--- src/core/dac_trim_params.svh ---
// constants for the dac trim and output control block
`ifndef DAC_TRIM_PARAMS_SVH
`define DAC_TRIM_PARAMS_SVH
`define DTC_ADDR_W       4
`define DTC_DATA_W       16
`define DTC_CODE_W       21
`define DTC_OFFS_W       8
`define DTC_FINE_W       6
`define DTC_RANGE_W      2
`define DTC_GND_W        8
`define DTC_FRAC_BITS    3
`define DTC_GAIN_SHIFT   13
`define DTC_ADDR_DATA_A  4'h0
`define DTC_ADDR_DATA_B  4'h1
`define DTC_ADDR_RANGE_A 4'h2
`define DTC_ADDR_RANGE_B 4'h3
`define DTC_ADDR_FINE_A  4'h4
`define DTC_ADDR_FINE_B  4'h5
`define DTC_ADDR_OFFS_A  4'h6
`define DTC_ADDR_OFFS_B  4'h7
`define DTC_ADDR_FUNC    4'h8
`define DTC_ADDR_STATUS  4'h9
`define DTC_FUNC_D0_VAL  1
`define DTC_FUNC_D0_DIR  2
`define DTC_FUNC_D1_VAL  3
`define DTC_FUNC_D1_DIR  4
`define DTC_FUNC_GND_EN  5
`define DTC_STAT_MON     0
`define DTC_STAT_REQ     1
`define DTC_STAT_WORD    2
`define DTC_STAT_OPEN    3
`define DTC_RANGE_10V    2'h0
`define DTC_RANGE_10V25  2'h1
`define DTC_RANGE_10V5   2'h2
`define DTC_RANGE_RSVD   2'h3
`define DTC_RST_DATA     16'h0000
`define DTC_RST_OFFS     8'h00
`define DTC_RST_FINE     6'h00
`define DTC_RST_DIR      2'h0
`define DTC_RST_VAL      2'h0
`endif

--- src/core/dac_trim_pkg.sv ---
// types for the dac trim and output control block
package dac_trim_pkg;
    typedef enum logic {CLAMP_HOLD, CLAMP_OPEN} clamp_state_t;

    typedef struct packed {
        logic [3:0]  addr;
        logic [15:0] wdata;
        logic        wr;
        logic        rd;
    } reg_req_t;

    typedef struct packed {
        logic [1:0][15:0] data;
        logic [1:0][1:0]  range;
        logic [1:0][5:0]  fine;
        logic [1:0][7:0]  offs;
        logic             gnd_en;
        logic [1:0]       io_dir;
        logic [1:0]       io_val;
        logic             word_seen;
        clamp_state_t     clamp;
        logic             supply_mon;
        logic [15:0]      rdata;
        logic [1:0][20:0] code;
    } trim_state_t;
endpackage

--- src/core/dac_trim_ctrl.sv ---
// trim, range, output clamp, io port and ground offset logic of a dual dac
`timescale 1ns/1ps
`include "dac_trim_params.svh"

module dac_trim_ctrl (
    input  wire logic                      clk_sys_i,
    input  wire logic                      rstn_i,
    input  wire logic                      ce_i,
    input  wire dac_trim_pkg::reg_req_t    reg_req_i,
    output logic [`DTC_DATA_W-1:0]         reg_rdata_o,
    input  wire logic                      supply_ok_i,
    input  wire logic                      reset_request_input_n_i,
    output logic                           supply_monitor_output_o,
    output logic [1:0]                     amp_connect_gate_o,
    output logic [1:0]                     output_clamp_gate_o,
    output logic [1:0][`DTC_CODE_W-1:0]    channel_code_o,
    output logic [1:0][`DTC_RANGE_W-1:0]   range_sel_o,
    output logic                           local_gnd_adjust_en_o,
    input  wire logic [1:0][`DTC_GND_W-1:0] gnd_diff_i,
    input  wire logic                      io_pin_zero_i,
    output logic                           io_pin_zero_o,
    output logic                           io_pin_zero_oe_n_o,
    input  wire logic                      io_pin_one_i,
    output logic                           io_pin_one_o,
    output logic                           io_pin_one_oe_n_o
);
    dac_trim_pkg::trim_state_t st_r;
    dac_trim_pkg::trim_state_t st_nxt;
    logic [1:0] pin_in;
    logic       hold_cond;
    logic       wr_data;

    // trimmed code in eighths of an lsb
    function automatic logic [`DTC_CODE_W-1:0] trim_code(
        input logic [`DTC_DATA_W-1:0] data,
        input logic [`DTC_OFFS_W-1:0] offs,
        input logic [`DTC_FINE_W-1:0] fine,
        input logic [`DTC_GND_W-1:0]  gnd,
        input logic                   gnd_en
    );
        logic signed [`DTC_CODE_W-1:0] base;
        logic signed [`DTC_CODE_W-1:0] offs_term;
        logic signed [`DTC_CODE_W-1:0] gnd_term;
        logic signed [`DTC_CODE_W+1:0] prod;
        logic signed [`DTC_CODE_W-1:0] gain_term;
        base      = `DTC_CODE_W'(signed'(data)) <<< `DTC_FRAC_BITS;
        offs_term = `DTC_CODE_W'(signed'(offs));
        gnd_term  = gnd_en ? `DTC_CODE_W'(signed'(gnd)) : '0;
        prod      = (`DTC_CODE_W+2)'(signed'(data)) * (`DTC_CODE_W+2)'(signed'(fine));
        gain_term = `DTC_CODE_W'(prod >>> `DTC_GAIN_SHIFT);
        trim_code = `DTC_CODE_W'(base + offs_term + gain_term + gnd_term);
    endfunction

    // pin level for inputs, driven value for outputs
    function automatic logic io_read(input logic dir, input logic val, input logic pin);
        io_read = dir ? val : pin;
    endfunction

    assign pin_in    = {io_pin_one_i, io_pin_zero_i};
    assign hold_cond = ~supply_ok_i | ~reset_request_input_n_i;
    assign wr_data   = reg_req_i.wr && (reg_req_i.addr == `DTC_ADDR_DATA_A ||
                                        reg_req_i.addr == `DTC_ADDR_DATA_B);

    always_comb begin
        st_nxt            = st_r;
        st_nxt.rdata      = '0;
        st_nxt.supply_mon = supply_ok_i;
        if (reg_req_i.wr) begin
            case (reg_req_i.addr)
                `DTC_ADDR_DATA_A,
                `DTC_ADDR_DATA_B: begin
                    st_nxt.data[reg_req_i.addr[0]] = reg_req_i.wdata;
                end
                `DTC_ADDR_RANGE_A,
                `DTC_ADDR_RANGE_B: begin
                    if (reg_req_i.wdata[`DTC_RANGE_W-1:0] != `DTC_RANGE_RSVD) begin
                        st_nxt.range[reg_req_i.addr[0]] =
                            reg_req_i.wdata[`DTC_RANGE_W-1:0];
                    end
                end
                `DTC_ADDR_FINE_A,
                `DTC_ADDR_FINE_B: begin
                    st_nxt.fine[reg_req_i.addr[0]] =
                        reg_req_i.wdata[`DTC_FINE_W-1:0];
                end
                `DTC_ADDR_OFFS_A,
                `DTC_ADDR_OFFS_B: begin
                    st_nxt.offs[reg_req_i.addr[0]] =
                        reg_req_i.wdata[`DTC_OFFS_W-1:0];
                end
                `DTC_ADDR_FUNC: begin
                    st_nxt.gnd_en    = reg_req_i.wdata[`DTC_FUNC_GND_EN];
                    st_nxt.io_dir[0] = reg_req_i.wdata[`DTC_FUNC_D0_DIR];
                    st_nxt.io_dir[1] = reg_req_i.wdata[`DTC_FUNC_D1_DIR];
                    if (reg_req_i.wdata[`DTC_FUNC_D0_DIR]) begin
                        st_nxt.io_val[0] = reg_req_i.wdata[`DTC_FUNC_D0_VAL];
                    end
                    if (reg_req_i.wdata[`DTC_FUNC_D1_DIR]) begin
                        st_nxt.io_val[1] = reg_req_i.wdata[`DTC_FUNC_D1_VAL];
                    end
                end
                default: begin
                end
            endcase
        end
        if (reg_req_i.rd) begin
            case (reg_req_i.addr)
                `DTC_ADDR_DATA_A,
                `DTC_ADDR_DATA_B: st_nxt.rdata = st_r.data[reg_req_i.addr[0]];
                `DTC_ADDR_RANGE_A,
                `DTC_ADDR_RANGE_B: begin
                    st_nxt.rdata[`DTC_RANGE_W-1:0] = st_r.range[reg_req_i.addr[0]];
                end
                `DTC_ADDR_FINE_A,
                `DTC_ADDR_FINE_B: begin
                    st_nxt.rdata[`DTC_FINE_W-1:0] = st_r.fine[reg_req_i.addr[0]];
                end
                `DTC_ADDR_OFFS_A,
                `DTC_ADDR_OFFS_B: begin
                    st_nxt.rdata[`DTC_OFFS_W-1:0] = st_r.offs[reg_req_i.addr[0]];
                end
                `DTC_ADDR_FUNC: begin
                    st_nxt.rdata[`DTC_FUNC_GND_EN] = st_r.gnd_en;
                    st_nxt.rdata[`DTC_FUNC_D0_DIR] = st_r.io_dir[0];
                    st_nxt.rdata[`DTC_FUNC_D1_DIR] = st_r.io_dir[1];
                    st_nxt.rdata[`DTC_FUNC_D0_VAL] =
                        io_read(st_r.io_dir[0], st_r.io_val[0], pin_in[0]);
                    st_nxt.rdata[`DTC_FUNC_D1_VAL] =
                        io_read(st_r.io_dir[1], st_r.io_val[1], pin_in[1]);
                end
                `DTC_ADDR_STATUS: begin
                    st_nxt.rdata[`DTC_STAT_MON]  = st_r.supply_mon;
                    st_nxt.rdata[`DTC_STAT_REQ]  = reset_request_input_n_i;
                    st_nxt.rdata[`DTC_STAT_WORD] = st_r.word_seen;
                    st_nxt.rdata[`DTC_STAT_OPEN] = (st_r.clamp == dac_trim_pkg::CLAMP_OPEN);
                end
                default: st_nxt.rdata = '0;
            endcase
        end
        // output clamp sequencing
        if (hold_cond) begin
            st_nxt.clamp     = dac_trim_pkg::CLAMP_HOLD;
            st_nxt.word_seen = 1'b0;
        end else begin
            if (wr_data) begin
                st_nxt.word_seen = 1'b1;
            end
            case (st_r.clamp)
                dac_trim_pkg::CLAMP_HOLD: begin
                    if (st_r.word_seen) begin
                        st_nxt.clamp = dac_trim_pkg::CLAMP_OPEN;
                    end
                end
                dac_trim_pkg::CLAMP_OPEN: st_nxt.clamp = dac_trim_pkg::CLAMP_OPEN;
                default: st_nxt.clamp = dac_trim_pkg::CLAMP_HOLD;
            endcase
        end
        for (int ch = 0; ch < 2; ch++) begin
            st_nxt.code[ch] = trim_code(st_r.data[ch], st_r.offs[ch], st_r.fine[ch],
                                        gnd_diff_i[ch], st_r.gnd_en);
        end
    end

    always_ff @(posedge clk_sys_i or negedge rstn_i) begin
        if (!rstn_i) begin
            st_r            <= '0;
            st_r.data       <= {2{`DTC_RST_DATA}};
            st_r.offs       <= {2{`DTC_RST_OFFS}};
            st_r.fine       <= {2{`DTC_RST_FINE}};
            st_r.range      <= {2{`DTC_RANGE_10V}};
            st_r.io_dir     <= `DTC_RST_DIR;
            st_r.io_val     <= `DTC_RST_VAL;
            st_r.gnd_en     <= 1'b0;
            st_r.clamp      <= dac_trim_pkg::CLAMP_HOLD;
        end else if (ce_i) begin
            st_r <= st_nxt;
        end
    end

    assign reg_rdata_o             = st_r.rdata;
    assign supply_monitor_output_o = st_r.supply_mon;
    assign amp_connect_gate_o      = {2{st_r.clamp == dac_trim_pkg::CLAMP_OPEN}};
    assign output_clamp_gate_o     = {2{st_r.clamp == dac_trim_pkg::CLAMP_HOLD}};
    assign channel_code_o          = st_r.code;
    assign range_sel_o             = st_r.range;
    assign local_gnd_adjust_en_o   = st_r.gnd_en;
    assign io_pin_zero_o           = st_r.io_val[0];
    assign io_pin_one_o            = st_r.io_val[1];
    assign io_pin_zero_oe_n_o      = ~st_r.io_dir[0];
    assign io_pin_one_oe_n_o       = ~st_r.io_dir[1];
endmodule

--- config.mk ---
export PLATFORM = sky130hd
export DESIGN_NAME = dac_trim_ctrl
export DESIGN_NICKNAME = d
export VERILOG_FILES = /design/src/core/dac_trim_pkg.sv /design/src/core/dac_trim_ctrl.sv
export VERILOG_INCLUDE_DIRS = /design/src /design/src/core
export SDC_FILE = /design/constraint.sdc
export NUM_CORES = 1
export LEC_CHECK = 0
export BUFFER_PORTS_ARGS = -buffer_cell sky130_fd_sc_hd__buf_2
export CORE_MARGIN = 4
export CORE_UTILIZATION = 55
export CTS_BUF_LIST = sky130_fd_sc_hd__clkbuf_4 sky130_fd_sc_hd__clkbuf_8
export CTS_CLUSTER_DIAMETER = 80
export DETAILED_ROUTE_END_ITERATION = 16
export GPL_ROUTABILITY_DRIVEN = 0
export PLACE_DENSITY = 0.84
export SYNTH_ARGS = -nofsm -noshare
export SYNTH_HDL_FRONTEND = slang
export SYNTH_SLANG_ARGS = --single-unit
--- constraint.sdc ---
create_clock -name clk_sys_i -period 10.1 [get_ports clk_sys_i]
set_clock_uncertainty 0.15 [all_clocks]
set_input_delay 1.515 -clock clk_sys_i [delete_from_list [all_inputs] [get_ports clk_sys_i]]
set_output_delay 1.515 -clock clk_sys_i [all_outputs]
set_load 0.02 [all_outputs]
## Yosys cells after proc, flatten, opt, wreduce, memory -nomap -nowiden

Cells that the tools add are included.

| word-level totals | value |
|---|---|
| register bits | 130 |
| bits in latches | 0 |
| RAM bits | 0 |
| memory bits (read-only) | 0 |
| bits of input ports | 45 |
| output and inout port bits | 72 |
| word-level logic and storage cells | 96 |
| memories | 0 |

| cells by class | value |
|---|---|
| add/subtract/negate cells | 6 |
| $mul | 2 |
| divide/modulo/power cells | 0 |
| $lt $le $gt $ge | 2 |
| equal/unequal tests | 10 |
| shift-type cells | 0 |
| muxes and demuxes | 35 |
| bitwise operators | 6 |
| reduce and logical (&&, ||, !) cells | 17 |

Operator list:

| cell | count |
|---|---|
| $mux W16 | 4 |
| $mul A16 B6 Y22 | 2 |
| $add A20 B9 Y21 | 2 |
| $add A21 B21 Y21 | 2 |
| $mux W21 | 2 |
| $add A19 B8 Y20 | 2 |
| $bwmux W32 | 1 |
| $mux W8 | 4 |
| $mux W6 | 3 |
| $bwmux W16 | 1 |
| $demux W16 S1 | 1 |
| $eq A4 B3 Y1 const B | 4 |
| $bwmux W12 | 1 |
| $reduce_and A3 Y1 | 4 |
| $reduce_and A4 Y1 | 3 |
| $pmux W2 S5 | 1 |
| $demux W8 S1 | 1 |
| $eq A4 B2 Y1 const B | 2 |
| $eq A4 B4 Y1 const B | 2 |
| $mux W2 | 4 |
| $pmux W2 S4 | 1 |
| $reduce_or A2 Y1 | 4 |
| $demux W6 S1 | 1 |
| $pmux W1 S6 | 1 |
| other kinds (17) | 25 |

## Depth between registers and ports, before layout

Gate-level depths: netlist of run 1.

| logic depth | value |
|---|---|
| depth after elaboration | 5 |
| gate-level depth with buffers | 29 |
| depth with buffers taken out | 29 |

## Least setup slack after synthesis of run 1

Ideal clock, no wire load.

| path | value |
|---|---|
| kind | register to register |
| start | register st_r[88] (netlist name) |
| end | register st_r (netlist bit channel_code_o[40]) |
| library setup time | 125 ps |
| data arrival time | 7,714 ps |
| data required time | 9,825 ps |
| path slack | 2,111 ps |
| stages on the path, launching flop included | 29 |
| buffers on the path | 1 |
| period minus slack after synthesis | 7,989 ps |
| cells stage by stage | dfrtp_1 -> clkbuf_1 -> and2_1 -> fa_1 -> inv_1 -> fa_1 -> inv_1 -> fa_1 -> inv_1 -> fa_1 -> inv_1 -> ha_1 -> nand4_1 -> o41ai_2 -> a221oi_2 -> a21oi_2 -> a31oi_1 -> o21ba_2 -> xnor2_1 -> fa_1 -> inv_1 -> ha_1 -> a2111oi_0 -> o21ai_0 -> a21oi_1 -> o21ai_0 -> a31o_2 -> xor2_1 -> mux2_2 |

| on the way | value |
|---|---|
| longest elaborated chain between the ends | 3 |

Ends and longest elaborated chain:

| what | line | text |
|---|---|---|
| start, declared | dac_trim_ctrl.sv:27 | `dac_trim_pkg::trim_state_t st_r;` |
| start signal, assigned | dac_trim_ctrl.sv:176 | `st_r <= st_nxt;` |
| $mul A16 B6 Y22 | dac_trim_ctrl.sv:49 | `` prod = (`DTC_CODE_W+2)'(signed'(data)) * (`DTC_CODE_W+2)'(signed'(fine)); `` |
| $add A20 B9 Y21 | dac_trim_ctrl.sv:51 | `` trim_code = `DTC_CODE_W'(base + offs_term + gain_term + gnd_term); `` |
| $add A21 B21 Y21 | dac_trim_ctrl.sv:51 |  |

No other way between the ends.
A chain may end at the register's enable or synchronous reset.

## Worst setup path after layout of run 1

| path | value |
|---|---|
| start | register st_r[89] (netlist name) |
| end | register st_r (netlist bit channel_code_o[40]) |

The elaborated chain is that of the path after synthesis.

==> results_dict.tcl, run 1 <==
set metrics [dict create \
    status "finished clean" \
    ctsHoldBuffers 0 \
    start_util 0.5630 \
    hpwl_um 28690 \
    die_h_um 174.6 \
    ios 117 \
    grt_pass1_wl_um 60290 \
    fin_crit_ns 8.257 \
    synth_top_area_share 0.2677 \
    synth-seq-cells 130 \
    synth_flop_cell "dfrtp_1" \
    syn2layout_area_growth_pct 5.691 \
    critical_path.max_fanout 17 \
    fin_nets 1915 \
    tritoncts "done" \
    worst_slew_pin_slew_ns 1.114 \
    drt_iter0_drc 834 \
    drtPass1Iterations 5 \
    path_delay_family "adder cells" \
    post_cts_buffers 0 \
    syn_nets 1876 \
    critPathLaunchType "flip-flop" \
    wl_per_cell_um 18.73 \
    critPathKind "reg2reg" \
    cp-end-kind "flip-flop" \
    max_stage_delay_ns 0.79 \
    synth-edff-count 0 \
    synth_seq_area_share 0.2132 \
    drc 0 \
    period_share 0.8175 \
    grt_pass1_vias 11780 \
    drv_cap 0 \
    drt-total-wl_um 36310 \
    syn-cell-area_um2 15260 \
    avgSynthCellArea_um2 10.08 \
    grt.overflow.total 0 \
    core_region_area_um2 27100 \
    grt_antenna_before_repair 3 \
    clk_pin_slew_ns 0.09 \
    synth-async-reset-ratio 1.000 \
    cp.arrival_ns 8.46 \
    synth_cell_types 66 \
    slew_violations 0 \
    cts-htree-levels 4 \
    finalHoldViolCount 0 \
    grtUsageTotal 0.2462 \
    routed_via_density 5.726 \
    drive_gt1_frac 0.1662 \
    cts-buffers-inserted 17 \
    fmax_ghz 0.1211 \
    antenna_left 0 \
    root_buffer "clkbuf_8" \
    clock_tree.buffer_depth 2 \
    grt_max_degree 79 \
    cp_data_required_time_ns 10.30 \
    ys_warn_count 0 \
    io_buffers 116 \
    hold_path_class "reg2reg" \
    cp_slowest_cell "xnor2_2" \
    dieArea_um2 30470 \
    die_x_um 174.6 \
    rsz0062_at_grt "false" \
    yosys.area.top_type "fa_1" \
    vias 11100 \
    postCtsResizedCells 0 \
    setup_viol 0 \
    placementRows 60 \
    worst-path-buf-inv 5 \
    max_slew_margin 0.2518 \
    fin_tns_setup_ns 0 \
    clk-insertion-delay-late_ns 0.47 \
    ys_top_cells_by_area "fa_1 27%, dfrtp_1 21%, ha_1 9.3%, mux2_2 6.4%, and2_1 5.2%" \
    clock-sinks 130 \
    syn_inst 1513 \
]
==> routing by layer <==
layer,GRT usage,vias to the layer above,part of all wire,wire (um)
li1,-,4988,-,-
met1,0.3316,5560,0.41,14890
met2,0.3965,448,0.47,17150
met3,0.04828,97,0.079,2871
met4,0.09656,4,0.038,1372
met5,0,-,0.00055,20
==> through the flow <==
stage / worst slack (ns) / std cells / hold WS (ns) / area (um^2) / utilization
CTS: 1.885 / 1936 / 0.3383 / 16120 / 0.5949
global placement: 2.174 / 1905 / 0.3116 / 15730 / 0.5804
finish: 1.843 / 1938 / 0.3341 / 16130 / 0.5951
detailed placement: 1.905 / 1905 / 0.3192 / 15730 / 0.5804
global route: 1.259 / 1937 / 0.3533 / 16120 / 0.5950
floorplan: 2.111 / 1513 / 0.3029 / 15260 / -
==> cells by family after synthesis <==
group	count (synthesis)	synth area share
AO/OA/AOI/OAI	217	0.09635
flip-flops	130	0.2132
multiplexers	110	0.08011
AND/OR/NAND/NOR	378	0.1272
XOR/XNOR	51	0.02927
adder cells (fa/ha/maj)	318	0.3611
buffers and inverters	309	0.09274
==> registers in the layout (all words and copies together), names as in the netlist <==
| register | flops |
|---|---|
| amp_connect_gate_o | 1 |
| channel_code_o | 42 |
| io_pin_one_o | 1 |
| io_pin_zero_o | 1 |
| local_gnd_adjust_en_o | 1 |
| range_sel_o | 4 |
| reg_rdata_o | 16 |
| st_r | 63 |
| supply_monitor_output_o | 1 |
==> final cells by class <==
cell class | instances | area [um^2]
clock buffer | 19 | 261.5
antenna | 2 | 5.005
clock inverter | 12 | 131.4
multi-input combinational | 1074 | 10610
timing repair buffer | 121 | 624.3
inverter | 208 | 780.7
tap | 372 | 465.4
fill | 2154 | 10970
sequential | 130 | 3253
==> worst register-to-register path, cell delays in order (launching register included) <==
cell and delay (ns):
dfrtp_1 0.58, and2_1 0.26, fa_1 0.50, inv_1 0.06, fa_1 0.53, inv_1 0.05
fa_1 0.47, inv_1 0.05, fa_1 0.47, inv_1 0.04, ha_1 0.26, nand4_1 0.11
o41ai_2 0.52, a221oi_2 0.14, a21oi_2 0.23, a31oi_1 0.21, o21ba_2 0.28, xnor2_2 0.79
fa_1 0.54, inv_1 0.07, ha_1 0.29, a2111oi_0 0.44, nor3_1 0.10, a21oi_1 0.23
o21ai_0 0.13, a31o_2 0.25, xor2_1 0.14, mux2_2 0.26
==> synth_stat cells, drive strengths merged, types with 3 or more instances <==
master / n
o211ai: 4
o311ai: 3
or3: 5
o31ai: 3
nor3: 20
a31oi: 5
o2bb2ai: 13
a2111oi: 3
nand4b: 3
a211oi: 10
mux2i: 22
o21bai: 7
nor2: 66
o22ai: 3
xnor2: 35
buf: 75
and3: 5
xor2: 16
a221o: 3
ha: 114
a311oi: 3
o21ai: 43
and2: 126
nand2: 100
nor2b: 3
inv: 208
a22oi: 3
or2: 6
nand3: 14
nand2b: 16
mux2: 87
a221oi: 9
a21boi: 4
fa: 204
o21a: 8
a21oi: 58
a211o: 4
clkbuf: 26
dfrtp: 130
nand4: 6
a21o: 17
==> cell usage in the layout, fill, tap and decap left out, drive strengths merged, types with 6 or more instances in the layout <==
| cell type | synthesis | final |
|---|---|---|
| a211oi | 10 | 10 |
| nand2b | 16 | 16 |
| xnor2 | 35 | 35 |
| ha | 114 | 114 |
| or2 | 6 | 6 |
| a21oi | 58 | 58 |
| o2bb2ai | 13 | 13 |
| inv | 208 | 210 |
| fa | 204 | 204 |
| and2 | 126 | 126 |
| o21bai | 7 | 7 |
| buf | 75 | 121 |
| dfrtp | 130 | 130 |
| o21ai | 43 | 43 |
| nor2 | 66 | 66 |
| xor2 | 16 | 16 |
| a221oi | 9 | 9 |
| nand3 | 14 | 14 |
| nand4 | 6 | 6 |
| a21o | 17 | 17 |
| nand2 | 100 | 100 |
| clkbuf | 26 | 19 |
| mux2i | 22 | 22 |
| o21a | 8 | 8 |
| nor3 | 20 | 20 |
| mux2 | 87 | 87 |
==> final timing paths <==
check                                        from                  to  slack (ns)  cells after the start
worst max register to register           st_r[89]  channel_code_o[40]        1.84                     27
worst max-delay path                     st_r[89]  channel_code_o[40]        1.84                     27
max in group asynchronous                  rstn_i            st_r[77]        7.58                      2
worst min-delay path            channel_code_o[0]   channel_code_o[0]        0.33                      2
min in group asynchronous                  rstn_i  channel_code_o[41]        0.86                      1
worst min register to register  channel_code_o[0]   channel_code_o[0]        0.33                      2
Power of run 1 is not shown: default switching activity piles up to over one toggle a cycle in this logic, so the estimate is an artifact.
==> run 2, diff against run 1 <==
Settings changed: PLACE_DENSITY 0.84 to 0.87.
Clock period 10.1 ns to 7.3 ns, I/O delays scaled along.
==> run 2 against run 1 <==
Compared with the run above: count of clock-buffer cells in the layout down 2; setup slack got worse by 1.8 ns; via count up 7.9%; die area is the same; sequential share of layout area decreased by 1.2 points.
==> results_dict.tcl, run 2 (synthesis gave the netlist of run 1 again) <==
set metrics [dict create \
    status "finished clean" \
    placementRows 60 \
    fin_util 0.6318 \
    largest_register_ffs 63 \
    drc 0 \
    stdcell_area_um2 17120 \
    fin_crit_ns 7.277 \
    hp-start "reg_rdata_o[0]" \
    layout_commonest_cell "fa_1" \
    clock-sinks 130 \
    drv_cap 0 \
    die_x_um 174.6 \
    drtPass1Iterations 12 \
    drive_gt1_frac 0.2439 \
    setup_viol 0 \
    dieArea_um2 30470 \
    hold-path-cell-count 1 \
    instances_no_fill 2006 \
    r2r_slack_ns 0.02 \
    cts-buffers-inserted 17 \
    routed_via_density 5.971 \
    grt_antenna_before_repair 5 \
    min_to "reg_rdata_o[0]" \
    start_util 0.5630 \
    most-common-layout-cells "200 x fa_1, 196 x inv_1, 130 x dfrtp_1" \
    cp_data_required_time_ns 7.50 \
    fmax_ghz 0.1374 \
    antenna_left 0 \
    postPlaceCellArea_um2 16080 \
    placedCellCount 1950 \
    reg2reg_depth 27 \
    drt_iter0_drc 1144 \
    critPathLaunchType "flip-flop" \
    hold_path_class "reg2reg" \
    grtUsageTotal 0.2612 \
    grt.overflow.total 0 \
    ios 117 \
    rr_endpoint "channel_code_o[34]" \
    critPathKind "reg2reg" \
    clk-insertion-delay-late_ns 0.47 \
    clock_tree.buffer_depth 2 \
    clk_pin_slew_ns 0.08 \
    fin_nets 1983 \
    cts-htree-levels 4 \
    vias 11980 \
    core_region_area_um2 27100 \
    grt_max_degree 67 \
    hold_ws_ns 0.3367 \
    critical_path.max_fanout 9 \
    cp.arrival_ns 7.48 \
    worst_slew_pin_slew_ns 1.022 \
    grt_pass1_wl_um 64030 \
    grt_pass1_vias 12560 \
    drt-total-wl_um 41440 \
    top_register "st_r" \
    slew_violations 0 \
    io_buffers 116 \
    ctsHoldBuffers 0 \
    syn2layout_area_growth_pct 12.22 \
    max_slew_margin 0.3178 \
    period_share 0.9969 \
    rsz0062_at_grt "true" \
    cp-end-kind "flip-flop" \
    tritoncts "done" \
    timing.rr.start "st_r[119]" \
    wl_per_cell_um 20.66 \
    finalHoldViolCount 0 \
    hpwl_um 29470 \
    root_buffer "clkbuf_8" \
    die_h_um 174.6 \
    startpoint "st_r[119]" \
]
## run 2: cell types whose count changed in the layout (fill, tap and decap cells not counted), moves of 5 or more
cell,delta
buf_4,+65
ha_1,-16
a21oi_1,-10
o21ai_1,+6
ha_4,+13
a21oi_2,+8
a211oi_1,-5
inv_2,+11
inv_1,-12
o21ai_0,-9
nor3_2,+5
a211oi_2,+5
nor3_1,-5
## run 2: worst max path at each step
stage	to	slack (ns)	cells after the start
floorplan	channel_code_o[19]	0.1	25
global placement	channel_code_o[14]	0.05	29
detailed placement	channel_code_o[14]	-0.09	26
CTS	channel_code_o[19]	0.01	28
global route	channel_code_o[34]	-0.12	27
finish	channel_code_o[34]	0.02	27
## run 2: area by class of cell
| type | instances | area [um^2] |
|---|---|---|
| tap | 372 | 465.4 |
| clock inverter | 14 | 203.9 |
| timing repair buffer | 189 | 1155 |
| clock buffer | 17 | 234.0 |
| sequential | 130 | 3253 |
| antenna | 2 | 5.005 |
| fill | 1949 | 9978 |
| inverter | 208 | 784.5 |
| multi-input combinational | 1074 | 11020 |
## run 2: what timing repair did
| item | in CTS | in global routing |
|---|---|---|
| pin swaps | 4 | 56 |
| gates resized for setup | 11 | 87 |
| buffers inserted | 2 | 21 |
| endpoints found under the setup margin | 8 | 20 |
| hold endpoints to repair | 0 | 0 |
## run 2: critical path, cell delays in order, from the launching register on
cell and delay, ns:
dfrtp_1 0.40, and2_4 0.17, fa_1 0.55, inv_2 0.04, fa_1 0.52, inv_1 0.05, fa_1 0.48, inv_1 0.05
fa_1 0.50, inv_2 0.05, ha_4 0.25, nand4_1 0.09, o41ai_2 0.42, a221oi_2 0.13, a21oi_2 0.29, a31oi_4 0.16
o21ba_4 0.29, xnor2_4 0.15, buf_12 0.19, fa_1 0.58, inv_2 0.06, ha_4 0.28, o211ai_1 0.14, nor3_2 0.31
a21boi_0 0.21, o21ai_0 0.28, xor2_1 0.11, mux2_2 0.27
## run 2: through the flow
stage | setup slack [ns] | setup TNS, ns
4_1_cts | 0.01306 | 0
3_5_place_dp | -0.08851 | -0.2884
3_3_place_gp | 0.04685 | 0
5_1_grt | -0.1175 | -0.6551
6_report | 0.02262 | 0
2_1_floorplan | 0.09501 | 0
## run 2: layer usage
| layer | vias to the layer above | track usage | routed length [um] |
|---|---|---|---|
| met5 | - | 0 | 55 |
| met4 | 8 | 0.09951 | 1913 |
| met3 | 183 | 0.06546 | 3596 |
| met2 | 665 | 0.4398 | 20280 |
| met1 | 5987 | 0.3266 | 15600 |
| li1 | 5135 | - | - |
Power of run 2 is left out for the same reason.
==> run 3, diff against run 2 <==
Settings changed: MAX_ROUTING_LAYER set to met4, RECOVER_POWER set to 25, SETUP_SLACK_MARGIN set to 0.5.
==> run 3 against run 2 <==
Compared with the run above: utilization rose by 1.7 points; wire length up 17%; highest routed layer is now met4; first-iteration DRC count up 43%; cell count is 0.85% higher; critical path type unchanged; critical path depth fell by 2; hold slack better by 0.0087 ns; count of clock-buffer cells in the layout is the same; the flow now finishes with violations (max-capacitance violations, max-slew violations, negative setup slack); die area unchanged; global-route usage rose by 2.9 points; via count grew 7.0%.
==> results_dict.tcl, run 3 (synthesis gave the netlist of run 1 again) <==
set metrics [dict create \
    critical_path.max_fanout 17 \
    die_x_um 174.6 \
    hp-start "reg_rdata_o[0]" \
    dieArea_um2 30470 \
    finalHoldViolCount 0 \
    hpwl_um 29360 \
    period_share 1.021 \
    max_slew_margin -0.9269 \
    antenna_left 0 \
    drt_iter0_drc 1635 \
    max_stage_delay_ns 0.73 \
    slew_violations 173 \
    start_util 0.5630 \
    cts-htree-levels 4 \
    syn2layout_area_growth_pct 15.16 \
    grt_max_degree 80 \
    vias 12810 \
    most-common-layout-cells "198 x fa_1, 194 x inv_1, 129 x dfrtp_1" \
    status "finished, violations left" \
    drc 0 \
    ios 117 \
    grt_pass1_vias 13050 \
    fin_nets 1995 \
    timing.rr.start "st_r[90]" \
    root_buffer "clkbuf_8" \
    drive_gt1_frac 0.2681 \
    routed_via_density 6.334 \
    core_region_area_um2 27100 \
    critPathLaunchType "flip-flop" \
    cp.arrival_ns 7.70 \
    grt_antenna_before_repair 3 \
    ctsHoldBuffers 0 \
    critPathKind "reg2reg" \
    hold_ws_ns 0.3454 \
    cp_data_required_time_ns 7.55 \
    startpoint "st_r[90]" \
    grt.overflow.total 0 \
    die_h_um 174.6 \
    drtPass1Iterations 6 \
    setup_viol 7 \
    clock_tree.buffer_depth 2 \
    cp-end-kind "flip-flop" \
    top_register "st_r" \
    setup_ws_ns -0.1544 \
    grtUsageTotal 0.2902 \
    fmax_ghz 0.1341 \
    worst-path-buf-inv 4 \
    fin_crit_ns 7.454 \
    tritoncts "done" \
    clk_pin_slew_ns 0.11 \
    largest_register_ffs 63 \
    instances_no_fill 2023 \
    placementRows 60 \
    hold_path_class "reg2reg" \
    io_buffers 116 \
    cts-buffers-inserted 17 \
    worst_slew_pin_slew_ns 2.890 \
    post-place-ws_ns 0.06664 \
    drt-total-wl_um 48530 \
    clock-sinks 130 \
    cp_slowest_cell "fa_2" \
    path_delay_family "adder cells" \
    fin_util 0.6484 \
    drv_cap 3 \
    grt_pass1_wl_um 68410 \
    clk-insertion-delay-late_ns 0.51 \
    placedCellCount 1939 \
    rsz0062_at_grt "true" \
    layout_commonest_cell "fa_1" \
    wl_per_cell_um 23.99 \
    violations "max-capacitance violations, max-slew violations, negative setup slack" \
]
==> run 3: cell types whose count changed in the layout (fill, tap and decap cells not counted), moves of 5 or more <==
| cell | previous run | this run |
|---|---|---|
| clkbuf_1 | 0 | 7 |
| inv_8 | 1 | 6 |
| ha_4 | 13 | 20 |
| a21oi_1 | 45 | 38 |
| clkinv_8 | 0 | 5 |
| buf_6 | 3 | 8 |
| mux2_2 | 85 | 77 |
| buf_2 | 115 | 109 |
| mux2_4 | 2 | 10 |
| ha_1 | 98 | 92 |
| a21oi_2 | 11 | 16 |
==> run 3: per-stage QoR <==
| step | instance area (um^2) | setup TNS, ns |
|---|---|---|
| after CTS | 17170 | 0 |
| after detailed placement | 16060 | 0 |
| after global routing | 17560 | -2.731 |
| after floorplan | 15360 | 0 |
| final | 17570 | -0.5129 |
| after global placement | 16060 | 0 |
==> run 3: layout make-up <==
type                            count  area [um^2]
Antenna cell                        6        15.01
Clock buffer                       17        234.0
Clock inverter                     15        183.9
Fill cell                        1831         9529
Inverter                          208        788.3
Multi-Input combinational cell   1074        11380
Sequential cell                   130         3254
Tap cell                          372        465.4
Timing Repair Buffer              201         1250
==> run 3: worst paths after layout <==
kind                                      endpoint  slack [ns]  depth (start not counted)
worst max-delay path            channel_code_o[40]       -0.15                         25
worst min-delay path                reg_rdata_o[0]        0.35                          1
worst max register to register  channel_code_o[40]       -0.15                         25
worst min register to register      reg_rdata_o[0]        0.35                          1
max in group asynchronous                 st_r[87]        2.31                          2
min in group asynchronous       channel_code_o[35]        1.37                          1
==> run 3: per-layer routing <==
metal	up-vias	global-route usage	share of wire
li1	5163	-	-
met1	6230	0.3483	0.35
met2	1052	0.4706	0.46
met3	368	0.05676	0.11
met4	0	0.1447	0.080
met5	-	-	0
==> run 3: what timing repair did <==
item / CTS / global route
setup endpoints to repair: 26 / 30
pin swaps: 81 / 57
buffers inserted: 37 / 9
gates cloned: 0 / 0
gates resized for setup: 84 / 67
Power of run 3 is left out for the same reason.
